<file path="src/rtl/rtcc_pkg.sv">
// Constants, carriers and state codes of the real time clock block.
// Assumes one 250 MHz system clock; the crystal arrives as a plain level.
package rtcc_pkg;

  // Field widths
  localparam int SOD_W  = 17;
  localparam int DAY_W  = 15;
  localparam int CAL_W  = 5;
  localparam int MODE_W = 2;
  localparam int PRE_W  = 16;

  // Crystal division: 32768 crystal cycles make one 1 Hz tick
  localparam int CRYSTAL_HZ = 32768;
  localparam int TICK_HZ    = 1;
  localparam logic [PRE_W-1:0] PRE_TERM =
    PRE_W'(CRYSTAL_HZ / TICK_HZ - 1);

  // Counter limits and reset values
  localparam logic [SOD_W-1:0] SOD_MAX   = 17'h1517F;
  localparam logic [SOD_W-1:0] SOD_ZERO  = 17'h00000;
  localparam logic [DAY_W-1:0] DAY_ZERO  = 15'h0000;
  localparam logic [DAY_W-1:0] DAY_ONE   = 15'h0001;
  localparam logic [SOD_W-1:0] SOD_ONE   = 17'h00001;
  localparam logic [CAL_W-1:0] CAL_ZERO  = 5'h00;
  localparam logic [PRE_W-1:0] PRE_ZERO  = 16'h0000;
  localparam logic [PRE_W-1:0] PRE_ONE   = 16'h0001;
  localparam logic [PRE_W-1:0] PRE_SLACK = 16'h0010;

  // Calibration mode codes
  localparam logic [MODE_W-1:0] CAL_OFF  = 2'h0;
  localparam logic [MODE_W-1:0] CAL_MAIN = 2'h1;
  localparam logic [MODE_W-1:0] CAL_RSVD = 2'h2;
  localparam logic [MODE_W-1:0] CAL_ALL  = 2'h3;

  // Interrupt flags, masks and clears share this layout
  typedef struct packed {
    logic reset;
    logic alarm;
    logic tick;
  } rtcc_irq_s;

  localparam rtcc_irq_s IRQ_NONE = 3'h0;

  // Write strobes from the serial register interface
  typedef struct packed {
    logic time_we;
    logic day_we;
    logic alarm_time_we;
    logic alarm_day_we;
    logic calib_we;
    logic disable_we;
  } rtcc_wr_s;

  typedef enum logic [2:0] {
    ST_CLEAR = 3'h1,
    ST_FLAG  = 3'h2,
    ST_RUN   = 3'h4
  } rtcc_state_e;

endpackage

</file>
<file path="src/rtl/rtcc_top.sv">
// Real time clock: seconds-of-day and day counters, alarm, calibration.
// Assumes write strobes and clears come from register logic on clk;
// crystal, backup reset and backup-cell status are asynchronous pins.
//
// Behaviour
// - Crystal divided to a 1 Hz tick advancing the 17-bit seconds count.
// - Seconds count runs 0 to 86399, then returns to zero.
// - Each seconds rollover increments the 15-bit day counter.
// - Each tick sets the tick flag; unmasked flags drive the interrupt.
// - Alarm flag set when seconds and day both equal alarm values.
// - Alarm match requests power-on when system off, else only interrupts.
// - Clock enabled at power-up; writing one to disable stops counters.
// - Backup-domain reset clears counters, alarm and all backup registers.
// - After backup-domain reset, the timer-reset flag is set.
// - A 5-bit two's complement word trims the prescaler per 32768 cycles.
// - Calibration code is signed: 01111 is +15, 10000 is -16.
// - Calibration touches only the prescaler, not the slow clock output.
// - Mode 00 off, 01 off on backup cell, 11 always, 10 reserved.
// - Mode 01 suspends calibration while running from the backup cell.
`timescale 1ns/1ps
`default_nettype none

module rtcc_top
  import rtcc_pkg::*;
(
  // Clock and reset
  input  wire logic              clk,
  input  wire logic              rst,
  // Asynchronous pins
  input  wire logic              xtal_in,
  input  wire logic              backup_domain_por_n,
  input  wire logic              backup_cell_pin,
  // System state, same clock
  input  wire logic              system_on,
  // Register writes
  input  wire rtcc_wr_s          wr,
  input  wire logic [SOD_W-1:0]  wr_time,
  input  wire logic [DAY_W-1:0]  wr_day,
  input  wire logic [SOD_W-1:0]  wr_alarm_time,
  input  wire logic [DAY_W-1:0]  wr_alarm_day,
  input  wire logic [CAL_W-1:0]  wr_calib_word,
  input  wire logic [MODE_W-1:0] wr_calib_mode,
  input  wire logic              wr_disable,
  // Interrupt control
  input  wire rtcc_irq_s         irq_mask,
  input  wire rtcc_irq_s         irq_clear,
  // Status and outputs
  output logic [SOD_W-1:0]       seconds_of_day_counter,
  output logic [DAY_W-1:0]       day_counter,
  output logic [SOD_W-1:0]       alarm_time_value,
  output logic [DAY_W-1:0]       alarm_day_value,
  output logic [CAL_W-1:0]       calib_word,
  output logic [MODE_W-1:0]      calib_mode_sel,
  output logic                   clock_disable_bit,
  output rtcc_irq_s              irq_flags,
  output logic                   irq,
  output logic                   power_on_req,
  output logic                   slow_clock_out
);

  // Synchronisers
  logic xtal_s1;
  logic xtal_s2;
  logic xtal_s3;
  logic por_s1;
  logic por_s2;
  logic cell_s1;
  logic cell_s2;

  always_ff @(posedge clk) begin
    if (rst) begin
      xtal_s1 <= 1'b0;
      xtal_s2 <= 1'b0;
      xtal_s3 <= 1'b0;
      por_s1  <= 1'b0;
      por_s2  <= 1'b0;
      cell_s1 <= 1'b0;
      cell_s2 <= 1'b0;
    end else begin
      xtal_s1 <= xtal_in;
      xtal_s2 <= xtal_s1;
      xtal_s3 <= xtal_s2;
      por_s1  <= backup_domain_por_n;
      por_s2  <= por_s1;
      cell_s1 <= backup_cell_pin;
      cell_s2 <= cell_s1;
    end
  end

  logic xtal_edge;
  logic bk_reset;

  assign xtal_edge = xtal_s2 && !xtal_s3;
  assign bk_reset  = !por_s2;

  // Calibration gating and prescaler
  logic cal_active;
  logic run;
  logic tick;
  rtcc_state_e state;

  always_comb begin
    case (calib_mode_sel)
      CAL_ALL:  cal_active = 1'b1;
      CAL_MAIN: cal_active = !cell_s2;
      default:  cal_active = 1'b0;
    endcase
  end

  assign run = (state == ST_RUN) && !clock_disable_bit;

  rtcc_prescaler u_pre (
    .clk        (clk),
    .rst        (rst),
    .xtal_edge  (xtal_edge),
    .run        (run),
    .cal_active (cal_active),
    .corr       (calib_word),
    .tick       (tick)
  );

  // Main state
  rtcc_state_e      next_state;
  logic [SOD_W-1:0] next_sod;
  logic [DAY_W-1:0] next_day;
  logic [SOD_W-1:0] next_alarm_time;
  logic [DAY_W-1:0] next_alarm_day;
  logic [CAL_W-1:0] next_calib_word;
  logic [MODE_W-1:0] next_calib_mode;
  logic             next_disable;
  rtcc_irq_s        next_flags;
  logic             next_irq;
  logic             next_power_req;
  logic             tick_seen;
  logic             next_tick_seen;
  logic             match;
  logic             tick_run;

  assign tick_run = tick && run;
  // Compare once per second, after the counters have moved
  assign match = tick_seen
              && seconds_of_day_counter == alarm_time_value
              && day_counter == alarm_day_value;

  always_comb begin
    next_state      = state;
    next_sod        = seconds_of_day_counter;
    next_day        = day_counter;
    next_alarm_time = alarm_time_value;
    next_alarm_day  = alarm_day_value;
    next_calib_word = calib_word;
    next_calib_mode = calib_mode_sel;
    next_disable    = clock_disable_bit;
    next_flags      = irq_flags & ~irq_clear;
    next_tick_seen  = 1'b0;
    next_power_req  = 1'b0;
    // Backup reset clears on its first synced edge, whatever the state
    case (bk_reset ? ST_CLEAR : state)
      ST_CLEAR: begin
        // Hold everything at reset values while backup reset asserted
        next_sod        = SOD_ZERO;
        next_day        = DAY_ZERO;
        next_alarm_time = SOD_ZERO;
        next_alarm_day  = DAY_ZERO;
        next_calib_word = CAL_ZERO;
        next_calib_mode = CAL_OFF;
        next_disable    = 1'b0;
        next_flags      = IRQ_NONE;
        if (!bk_reset) begin
          next_state = ST_FLAG;
        end
      end
      ST_FLAG: begin
        next_flags.reset = 1'b1;
        next_state       = ST_RUN;
      end
      ST_RUN: begin
        if (tick_run) begin
          next_tick_seen = 1'b1;
          if (seconds_of_day_counter >= SOD_MAX) begin
            next_sod = SOD_ZERO;
            next_day = day_counter + DAY_ONE;
          end else begin
            next_sod = seconds_of_day_counter + SOD_ONE;
          end
        end
        if (wr.time_we) begin
          next_sod = wr_time;
        end
        if (wr.day_we) begin
          next_day = wr_day;
        end
        if (wr.alarm_time_we) begin
          next_alarm_time = wr_alarm_time;
        end
        if (wr.alarm_day_we) begin
          next_alarm_day = wr_alarm_day;
        end
        if (wr.calib_we) begin
          next_calib_word = wr_calib_word;
          next_calib_mode = wr_calib_mode;
        end
        if (wr.disable_we) begin
          next_disable = wr_disable;
        end
        // Set wins over a clear in the same cycle
        if (tick_run) begin
          next_flags.tick = 1'b1;
        end
        if (match) begin
          next_flags.alarm = 1'b1;
          next_power_req   = !system_on;
        end
      end
      default: begin
        next_state = ST_CLEAR;
      end
    endcase
    if (bk_reset) begin
      next_state = ST_CLEAR;
    end
    next_irq = |(next_flags & ~irq_mask);
  end

  always_ff @(posedge clk) begin
    if (rst) begin
      state                  <= ST_CLEAR;
      seconds_of_day_counter <= SOD_ZERO;
      day_counter            <= DAY_ZERO;
      alarm_time_value       <= SOD_ZERO;
      alarm_day_value        <= DAY_ZERO;
      calib_word             <= CAL_ZERO;
      calib_mode_sel         <= CAL_OFF;
      clock_disable_bit      <= 1'b0;
      irq_flags              <= IRQ_NONE;
      irq                    <= 1'b0;
      power_on_req           <= 1'b0;
      tick_seen              <= 1'b0;
    end else begin
      state                  <= next_state;
      seconds_of_day_counter <= next_sod;
      day_counter            <= next_day;
      alarm_time_value       <= next_alarm_time;
      alarm_day_value        <= next_alarm_day;
      calib_word             <= next_calib_word;
      calib_mode_sel         <= next_calib_mode;
      clock_disable_bit      <= next_disable;
      irq_flags              <= next_flags;
      irq                    <= next_irq;
      power_on_req           <= next_power_req;
      tick_seen              <= next_tick_seen;
    end
  end

  // Crystal passes through untouched by calibration
  assign slow_clock_out = xtal_s3;

  property p_sod_inc;
    @(posedge clk) disable iff (rst)
      (tick_run && !bk_reset && !wr.time_we
        && seconds_of_day_counter < SOD_MAX)
      |=> seconds_of_day_counter == $past(seconds_of_day_counter) + SOD_ONE;
  endproperty
  a_sod_inc: assert property (p_sod_inc)
    else $error("seconds count did not advance on tick");

  property p_sod_wrap;
    @(posedge clk) disable iff (rst)
      (tick_run && !bk_reset && !wr.time_we && !wr.day_we
        && seconds_of_day_counter == SOD_MAX)
      |=> seconds_of_day_counter == SOD_ZERO
          && day_counter == $past(day_counter) + DAY_ONE;
  endproperty
  a_sod_wrap: assert property (p_sod_wrap)
    else $error("seconds rollover or day increment wrong");

  property p_day_only_on_wrap;
    @(posedge clk) disable iff (rst)
      (state == ST_RUN && !bk_reset && !wr.day_we
        && !(tick_run && seconds_of_day_counter >= SOD_MAX))
      |=> $stable(day_counter);
  endproperty
  a_day_only_on_wrap: assert property (p_day_only_on_wrap)
    else $error("day counter moved without rollover");

  property p_tick_flag;
    @(posedge clk) disable iff (rst)
      (tick_run && !bk_reset) |=> irq_flags.tick ##1 (irq || irq_mask.tick);
  endproperty
  a_tick_flag: assert property (p_tick_flag)
    else $error("tick flag or interrupt missing");

  property p_masked_quiet;
    @(posedge clk) disable iff (rst)
      (irq_mask == 3'h7) |=> !irq;
  endproperty
  a_masked_quiet: assert property (p_masked_quiet)
    else $error("interrupt raised with all flags masked");

  property p_alarm;
    @(posedge clk) disable iff (rst)
      (match && state == ST_RUN && !bk_reset)
      |=> irq_flags.alarm && (power_on_req == !$past(system_on));
  endproperty
  a_alarm: assert property (p_alarm)
    else $error("alarm match did not flag as expected");

  property p_power_req_cause;
    @(posedge clk) disable iff (rst)
      power_on_req |-> $past(match) && !$past(system_on);
  endproperty
  a_power_req_cause: assert property (p_power_req_cause)
    else $error("power-on request without alarm while off");

  property p_disabled_stops;
    @(posedge clk) disable iff (rst)
      (clock_disable_bit && !bk_reset && !wr.time_we) [*2]
      |-> $stable(seconds_of_day_counter);
  endproperty
  a_disabled_stops: assert property (p_disabled_stops)
    else $error("counters moved while disabled");

  property p_bk_reset;
    @(posedge clk) disable iff (rst)
      (bk_reset && state == ST_RUN)
      |=> seconds_of_day_counter == SOD_ZERO ##0 alarm_day_value == DAY_ZERO
          ##0 calib_mode_sel == CAL_OFF ##0 !clock_disable_bit;
  endproperty
  a_bk_reset: assert property (p_bk_reset)
    else $error("backup reset did not clear state");

  property p_reset_flag;
    @(posedge clk) disable iff (rst)
      (state == ST_CLEAR && !bk_reset) |=> ##1 irq_flags.reset;
  endproperty
  a_reset_flag: assert property (p_reset_flag)
    else $error("timer-reset flag not set after reset release");

  property p_cal_gate;
    @(posedge clk) disable iff (rst)
      (calib_mode_sel == CAL_OFF || calib_mode_sel == CAL_RSVD
        || (calib_mode_sel == CAL_MAIN && cell_s2)) |-> !cal_active;
  endproperty
  a_cal_gate: assert property (p_cal_gate)
    else $error("calibration active in a mode that forbids it");

endmodule

`default_nettype wire

</file>
<file path="src/rtl/rtcc_prescaler.sv">
// Calibrated prescaler: counts crystal edges and pulses one tick per second.
// Assumes xtal_edge is a one-cycle pulse already in the clk domain.
`timescale 1ns/1ps
`default_nettype none

module rtcc_prescaler
  import rtcc_pkg::*;
(
  // Clock and reset
  input  wire logic             clk,
  input  wire logic             rst,
  // Control
  input  wire logic             xtal_edge,
  input  wire logic             run,
  input  wire logic             cal_active,
  input  wire logic [CAL_W-1:0] corr,
  // Tick out
  output logic                  tick
);

  logic [PRE_W-1:0] cnt;
  logic [PRE_W-1:0] next_cnt;
  logic             next_tick;
  logic [PRE_W-1:0] corr_ext;
  logic [PRE_W-1:0] term;

  // Signed correction shortens or lengthens the period
  assign corr_ext = {{(PRE_W-CAL_W){corr[CAL_W-1]}}, corr};
  assign term     = cal_active ? PRE_TERM - corr_ext : PRE_TERM;

  always_comb begin
    next_cnt  = cnt;
    next_tick = 1'b0;
    if (!run) begin
      next_cnt = PRE_ZERO;
    end else if (xtal_edge) begin
      if (cnt >= term) begin
        next_cnt  = PRE_ZERO;
        next_tick = 1'b1;
      end else begin
        next_cnt = cnt + PRE_ONE;
      end
    end
  end

  always_ff @(posedge clk) begin
    if (rst) begin
      cnt  <= PRE_ZERO;
      tick <= 1'b0;
    end else begin
      cnt  <= next_cnt;
      tick <= next_tick;
    end
  end

  property p_tick_at_term;
    @(posedge clk) disable iff (rst)
      tick |-> $past(xtal_edge) && $past(run) && ($past(cnt) >= $past(term));
  endproperty
  a_tick_at_term: assert property (p_tick_at_term)
    else $error("tick without reaching terminal count");

  property p_cal_off_full_period;
    @(posedge clk) disable iff (rst)
      (run && xtal_edge && !cal_active && cnt == PRE_TERM) |=> tick;
  endproperty
  a_cal_off_full_period: assert property (p_cal_off_full_period)
    else $error("uncalibrated period not 32768 crystal cycles");

  property p_cnt_bounded;
    @(posedge clk) disable iff (rst)
      cnt <= PRE_TERM + PRE_SLACK;
  endproperty
  a_cnt_bounded: assert property (p_cnt_bounded)
    else $error("prescaler beyond largest calibrated terminal");

endmodule

`default_nettype wire

</file>
<file path="config.mk">
export PLATFORM = sky130hd
export DESIGN_NAME = rtcc_top
export DESIGN_NICKNAME = d
export VERILOG_FILES = /design/src/rtl/rtcc_pkg.sv /design/src/rtl/rtcc_top.sv /design/src/rtl/rtcc_prescaler.sv
export SDC_FILE = /design/constraint.sdc
export NUM_CORES = 1
export LEC_CHECK = 0
export BUFFER_PORTS_ARGS = -buffer_cell sky130_fd_sc_hd__buf_2
export CAP_MARGIN = 15
export CELL_PAD_IN_SITES_DETAIL_PLACEMENT = 1
export CELL_PAD_IN_SITES_GLOBAL_PLACEMENT = 2
export CORE_ASPECT_RATIO = 0.7
export CORE_MARGIN = 10
export CORE_UTILIZATION = 32
export CTS_BUF_LIST = sky130_fd_sc_hd__clkbuf_8
export CTS_CLUSTER_DIAMETER = 60
export DETAILED_ROUTE_END_ITERATION = 7
export GPL_TIMING_DRIVEN = 0
export PLACE_DENSITY = 0.95
export SLEW_MARGIN = 10
export SYNTH_ARGS = -nofsm -noshare
export SYNTH_HDL_FRONTEND = slang
export SYNTH_SLANG_ARGS = --single-unit
</file>
<file path="constraint.sdc">
create_clock -name clk -period 6.35 [get_ports clk]
set_input_delay 0.3175 -clock clk [delete_from_list [all_inputs] [get_ports clk]]
set_output_delay 0.3175 -clock clk [all_outputs]
set_load 0.05 [all_outputs]
</file>
After elaboration in Yosys (flattened, before gate mapping)
Cells that the tools add are included.
{"block": "word_totals", "word_cells": 104, "ramBits": 0, "rom_bits": 0, "regBits": 105, "mem_count": 0, "inputBits": 90, "latchBits": 0, "output_inout_bits": 78}
{"block": "op_classes", "n_shift": 0, "n_bitwise": 9, "n_eq_ne": 15, "div": 0, "mux": 29, "n_reduce_logical": 22, "n_mul": 0, "n_addsub": 4, "n_lt_le_gt_ge": 2}
{"cell": "17-bit two-way mux", "count": 4}
{"cell": "17-bit case mux with 2 select lines", "count": 2}
{"cell": "15-bit two-way mux", "count": 4}
{"cell": "15-bit case mux with 2 select lines", "count": 2}
{"cell": "16-bit two-way mux", "count": 2}
{"cell": "17-bit by 1-bit adder with 17-bit output (second input constant)", "count": 1}
{"cell": "17-bit == test", "count": 1}
{"cell": "17-bit >= comparator (second input constant)", "count": 1}
{"cell": "16-bit by 1-bit adder with 16-bit output (second input constant)", "count": 1}
{"cell": "16-bit >= comparator", "count": 1}
{"cell": "15-bit by 16-bit subtractor with 16-bit output (first input constant)", "count": 1}
{"cell": "15-bit by 1-bit adder with 15-bit output (second input constant)", "count": 1}
{"cell": "15-bit == test", "count": 1}
{"cell": "5-bit case mux with 2 select lines", "count": 1}
{"cell": "2-bit AND reduction", "count": 5}
{"cell": "3-bit inequality test (second input constant)", "count": 3}
{"cell": "3-bit case mux with 3 select lines", "count": 1}
{"cell": "3-bit OR reduction", "count": 3}
{"cell": "2-bit inequality test (second input constant)", "count": 4}
{"cell": "2-bit case mux with 2 select lines", "count": 2}
{"cell": "3-bit AND", "count": 2}
{"cell": "3-bit == test (second input constant)", "count": 2}
{"cell": "3-bit inverter", "count": 2}
{"cell": "1-bit case mux with 2 select lines", "count": 3}
{"cell": "other kinds (14)", "count": 31}

Logic depth before layout (Yosys ltp)
{"block": "depth", "ltp_word": 7, "ltp_mapped": 11, "ltp_nobuf": 10}

By module
From an unflattened synthesis, not the netlist that was laid out.
{"block": "unflattened", "hier_cells": 654, "hier_area_um2": 5567.8}
{"mod": "rtcc_top", "area_each_um2": 4535.6, "seq_area_each_um2": 1761.7, "instances": 1, "cells_per_inst": 533}
{"mod": "rtcc_prescaler", "area_each_um2": 1032.2, "seq_area_each_um2": 340.3, "instances": 1, "cells_per_inst": 121}

Worst setup path after synthesis
No wires, ideal clock.
{"block": "synth_timing", "kind": "reg2reg", "start": "register seconds_of_day_counter[0]", "end": "register day_counter[0]", "path_slack_ns": 3.877, "synth_period_minus_slack_ns": 2.473, "t_required_ns": 6.276, "setup_ns": 0.074, "path_stages_with_launch": 9, "path_buffers": 1, "arrival_time_ns": 2.398, "path_cell_list": "dfxtp_1 ha_1 nand3_2 o311ai_1 and3_1 buf_6 o21ai_4 a2111o_1 a31oi_1"}
{"block": "synth_via", "elab_chain_len": 3}
{"item": "start, declared", "line": "rtcc_top.sv:48", "source": "output logic [SOD_W-1:0] seconds_of_day_counter,"}
{"item": "start signal, assigned", "line": "rtcc_top.sv:241", "source": "seconds_of_day_counter <= next_sod;"}
{"item": "17-bit >= comparator", "line": "rtcc_top.sv:180", "source": "if (seconds_of_day_counter >= SOD_MAX) begin"}
{"item": "3-bit inequality test (no line)"}
{"item": "3-bit AND reduction (no line)"}
{"item": "end signal, assigned", "line": "rtcc_top.sv:242", "source": "day_counter <= next_day;"}
{"item": "end, declared", "line": "rtcc_top.sv:49", "source": "output logic [DAY_W-1:0] day_counter,"}
Every way passes these cells.
A chain may end at the register's enable or synchronous reset.

Final worst setup path
{"block": "layout_timing", "start": "register state[2]", "end": "register alarm_time_value[13]"}
{"block": "layout_via", "elab_chain_len": 4, "elab_cells_between_ends": 7, "classes_between": "3 x eq/ne; 2 x mux; 2 x reduce/logical"}
{"item": "start, declared", "line": "rtcc_top.sv:100", "source": "rtcc_state_e state;"}
{"item": "start signal, assigned", "line": "rtcc_top.sv:240", "source": "state <= next_state;"}
{"item": "3-bit two-way mux (*)", "line": "rtcc_top.sv:158", "source": "case (bk_reset ? ST_CLEAR : state)"}
{"item": "3-bit == test or 3-bit by 1-bit == test with 1-bit output (tied branches)", "line": "rtcc_top.sv:158"}
{"item": "2-bit inequality test (no line) or 2-bit nonzero test (tied branches)"}
{"item": "2-bit AND reduction (no line)"}
{"item": "end signal, assigned", "line": "rtcc_top.sv:243", "source": "alarm_time_value <= next_alarm_time;"}
{"item": "end, declared", "line": "rtcc_top.sv:50", "source": "output logic [SOD_W-1:0] alarm_time_value,"}
Mark *: on every way between the ends. The rest lies on a longest branch, timed or not.

==> impl_metrics.toml <==
[worst_setup_path]
crit_slowest_cell = "o21ai_1"
cp-start-kind = "flip-flop"
crit_path_cell_trace = "buf_2 > nor2b_1 > a21oi_1 > o21ai_1 > clkbuf_1 > nand3_1 > a21oi_1"
slowest_delay_ns = 0.69
crit_required_ns = 6.65
critPathCapture = "alarm_time_value[13]"
arrival_ns = 3.01
crit_type = "reg -> reg"
cpLargestDelayFamily = "compound AO/OA/AOI/OAI gates"
r2r_end = "alarm_time_value[13]"
cp_max_fo = 10
cp_num_cells = 7
cp_num_buf_inv = 2
worstReg2RegStart = "state[2]"
end_kind = "flip-flop"
cpMostUsedCell = "a21oi_1"
ff2ff_setup_slack_ns = 3.65
reg2reg_depth = 7
cp-startpoint = "state[2]"

[floorplan]
core_sq_um = 17220
die-area_sq_um = 23430
rows = 40
die_h_microns = 131.1
die_width_microns = 178.7
initial_utilization_pct = 32.78
ios = 168

[pwr]
irDropWorstVdd_uv = 91.66
leakage_nw = 2.845
pwr-share-seq_pct = 55.8
power_switching_mw = 0.3013
combPwrFrac_pct = 6.4
intPower_mw = 0.8868
swShare_pct = 25.36
p_per_area_nw_per_um2 = 170.7
p_clk_share_pct = 37.8

[logic_synthesis]
synth.most_common_cell = "dfxtp_1"
synth_commonest_cells = "dfxtp_1 (105), nand2_1 (85), a21oi_1 (70)"
synth-main-ff-cell = "dfxtp_1"
synth_fp_nets = 808
yosysTopAreaCell = "dfxtp_1"
ys_types = 72
synth_edf_count = 0
ys_seq_elements = 105
synth.avg_cell_area_sq_um = 7.948
synth_area_sq_um = 5643
synthCells = 710
async_flop_share_pct = 0
yosys_warnings = 0
synth.area.top_cells = "dfxtp_1 (37%), a21oi_1 (6.2%), xor2_1 (6.2%)"
synth_seq_area_share_pct = 37.25
synth_top_area_share_pct = 37.25

[detailed_routing]
wl_mm = 23.17
antenna_left = 0
wl_per_cell_microns = 20.65
vias = 6070
drc_errors = 0
drt_iter0_markers = 460
viasPerCell = 5.410
first_pass_iters = 5

[timing]
tightest_slew_ns = 0.8602
fin_setup_tns_ns = 0
final_hold_viol_count = 0
fin_ws_ns = 3.649
slew_headroom_pct = 42.27
hold_slack_ns = 0.09949
fmax_ghz = 0.3702
period_share_pct = 42.54
finalClockSkew_ns = 0.01660
setup_violations = 0
rsz0062_at_grt = "no"
finalWorstPathRequiredPeriod_ns = 2.701
slew_violations = 0

[clock_tree]
clk_latency_ns = 0.39
clockBufferDepth = 2
cts_setup_buffers = 0
cts_resized = 0
cts.sinks = 105
cts_max_level = 3
clock_tree.root_cell = "clkbuf_8"
clk_pin_slew_ns = 0.11
numCtsBuffers = 9
cts_hold_buf = 0
cts_tree = "built"

[layout]
nets = 984
fillers = 2194
fin_cells = 1122
syn_to_final_growth_pct = 23.35
register_area_sq_um = 2102
antenna_cells = 0
drive_gt1_share_pct = 23.79
multi_input_comb_area_sq_um = 3277
fin_area_sq_um = 6960

[global_routing]
grt-ovfl-total = 0
grt_pass1_vias = 6146
antenna_found_initial = 1
grt_max_degree = 18
grt_use_total_pct = 19.04
grt_pass1_wl_mm = 35.51

[placement]
portBuffers = 165
placed_area_sq_um = 6758
gp_congestion = 0.8777
pre_cts_ws_ns = 3.669
dp_cells = 1106
dp_hpwl_mm = 18.43

[run_status]
status = "complete, no violations"

[flow_run]
drv_cap = 0

[worst_hold_path]
hold_path_class = "in -> reg"
[per-stage QoR]
stage	total power, mW	util (%)
CTS	1.199	40.43
global placement	0.7521	39.25
global route	1.234	40.43
floorplan	0.7082	-
finish	1.188	40.43
detailed placement	0.7531	39.25
[layer usage]
metal,vias up,routed length [microns],global-route usage (%)
li1,2884,-,-
met4,0,267,3.940
met5,-,0,0
met1,2907,11100,27.01
met3,25,2299,6.297
met2,254,9502,27.20
[sequential cells by signal, summed over array words and instances, names as in the netlist]
name,cells
xtal_s1,1
alarm_day_value,15
por_s2,1
alarm_time_value,17
calib_mode_sel,2
irq_flags,3
seconds_of_day_counter,17
calib_word,5
irq,1
xtal_s2,1
cell_s1,1
slow_clock_out,1
clock_disable_bit,1
power_on_req,1
state,3
tick_seen,1
por_s1,1
day_counter,15
u_pre.cnt,16
u_pre.tick,1
cell_s2,1
[layout by cell type (no fill, tap or decap), types with 4 or more instances in the layout]
cell      count
buf_2       174
dfxtp_1     105
nand2_1      85
a21oi_1      70
nand3_1      60
nor2_1       47
xor2_1       40
o21ai_0      35
clkbuf_1     31
inv_1        18
nor3_1       16
xnor2_1      16
nor2b_1      14
nand4_1      12
nor4_1       11
a22oi_1      10
clkbuf_8     10
nand2b_1      9
ha_1          8
nor3b_1       6
nand4b_1      6
and2_1        6
o211ai_1      6
o22ai_1       5
or3_1         5
o21a_1        5
and3_1        5
a311oi_1      4
a31oi_1       4
or2_2         4
[cells by family after synthesis]
family / synth area share, %
muxes: 0.1774
xor gates and xnor gates: 8.692
buffers and inverters: 4.678
AOI/OAI and AO/OA: 19.80
DFF: 37.25
adders and majority gates: 1.774
and+or+nand+nor: 27.63
[power by group through the flow]
stage	Combinational [mW]	Sequential [mW]	Clock, mW
final	0.0760	0.663	0.449
after floorplan	0.0295	0.679	0
after global placement	0.0744	0.678	0
after CTS	0.0756	0.663	0.460
after global routing	0.0826	0.663	0.487
after detailed placement	0.0751	0.678	0
[worst min path at each step]
stage / startpoint / end / depth (start not counted)
2_1_floorplan: system_on / power_on_req / 1
3_3_place_gp: xtal_s1 / xtal_s2 / 1
3_5_place_dp: xtal_s1 / xtal_s2 / 1
4_1_cts: system_on / power_on_req / 2
5_1_grt: system_on / power_on_req / 2
6_report: system_on / power_on_req / 2
[layout make-up]
| class | count | share of cell area, % |
|---|---|---|
| multi-input combinational | 543 | 47.08 |
| sequential | 105 | 30.20 |
| timing repair buffer | 165 | 11.86 |
| tap | 231 | 4.152 |
| buffer | 45 | 2.876 |
| clock buffer | 10 | 1.977 |
| clock inverter | 6 | 0.9347 |
| inverter | 17 | 0.9168 |
(Power assumes the default switching activity.)
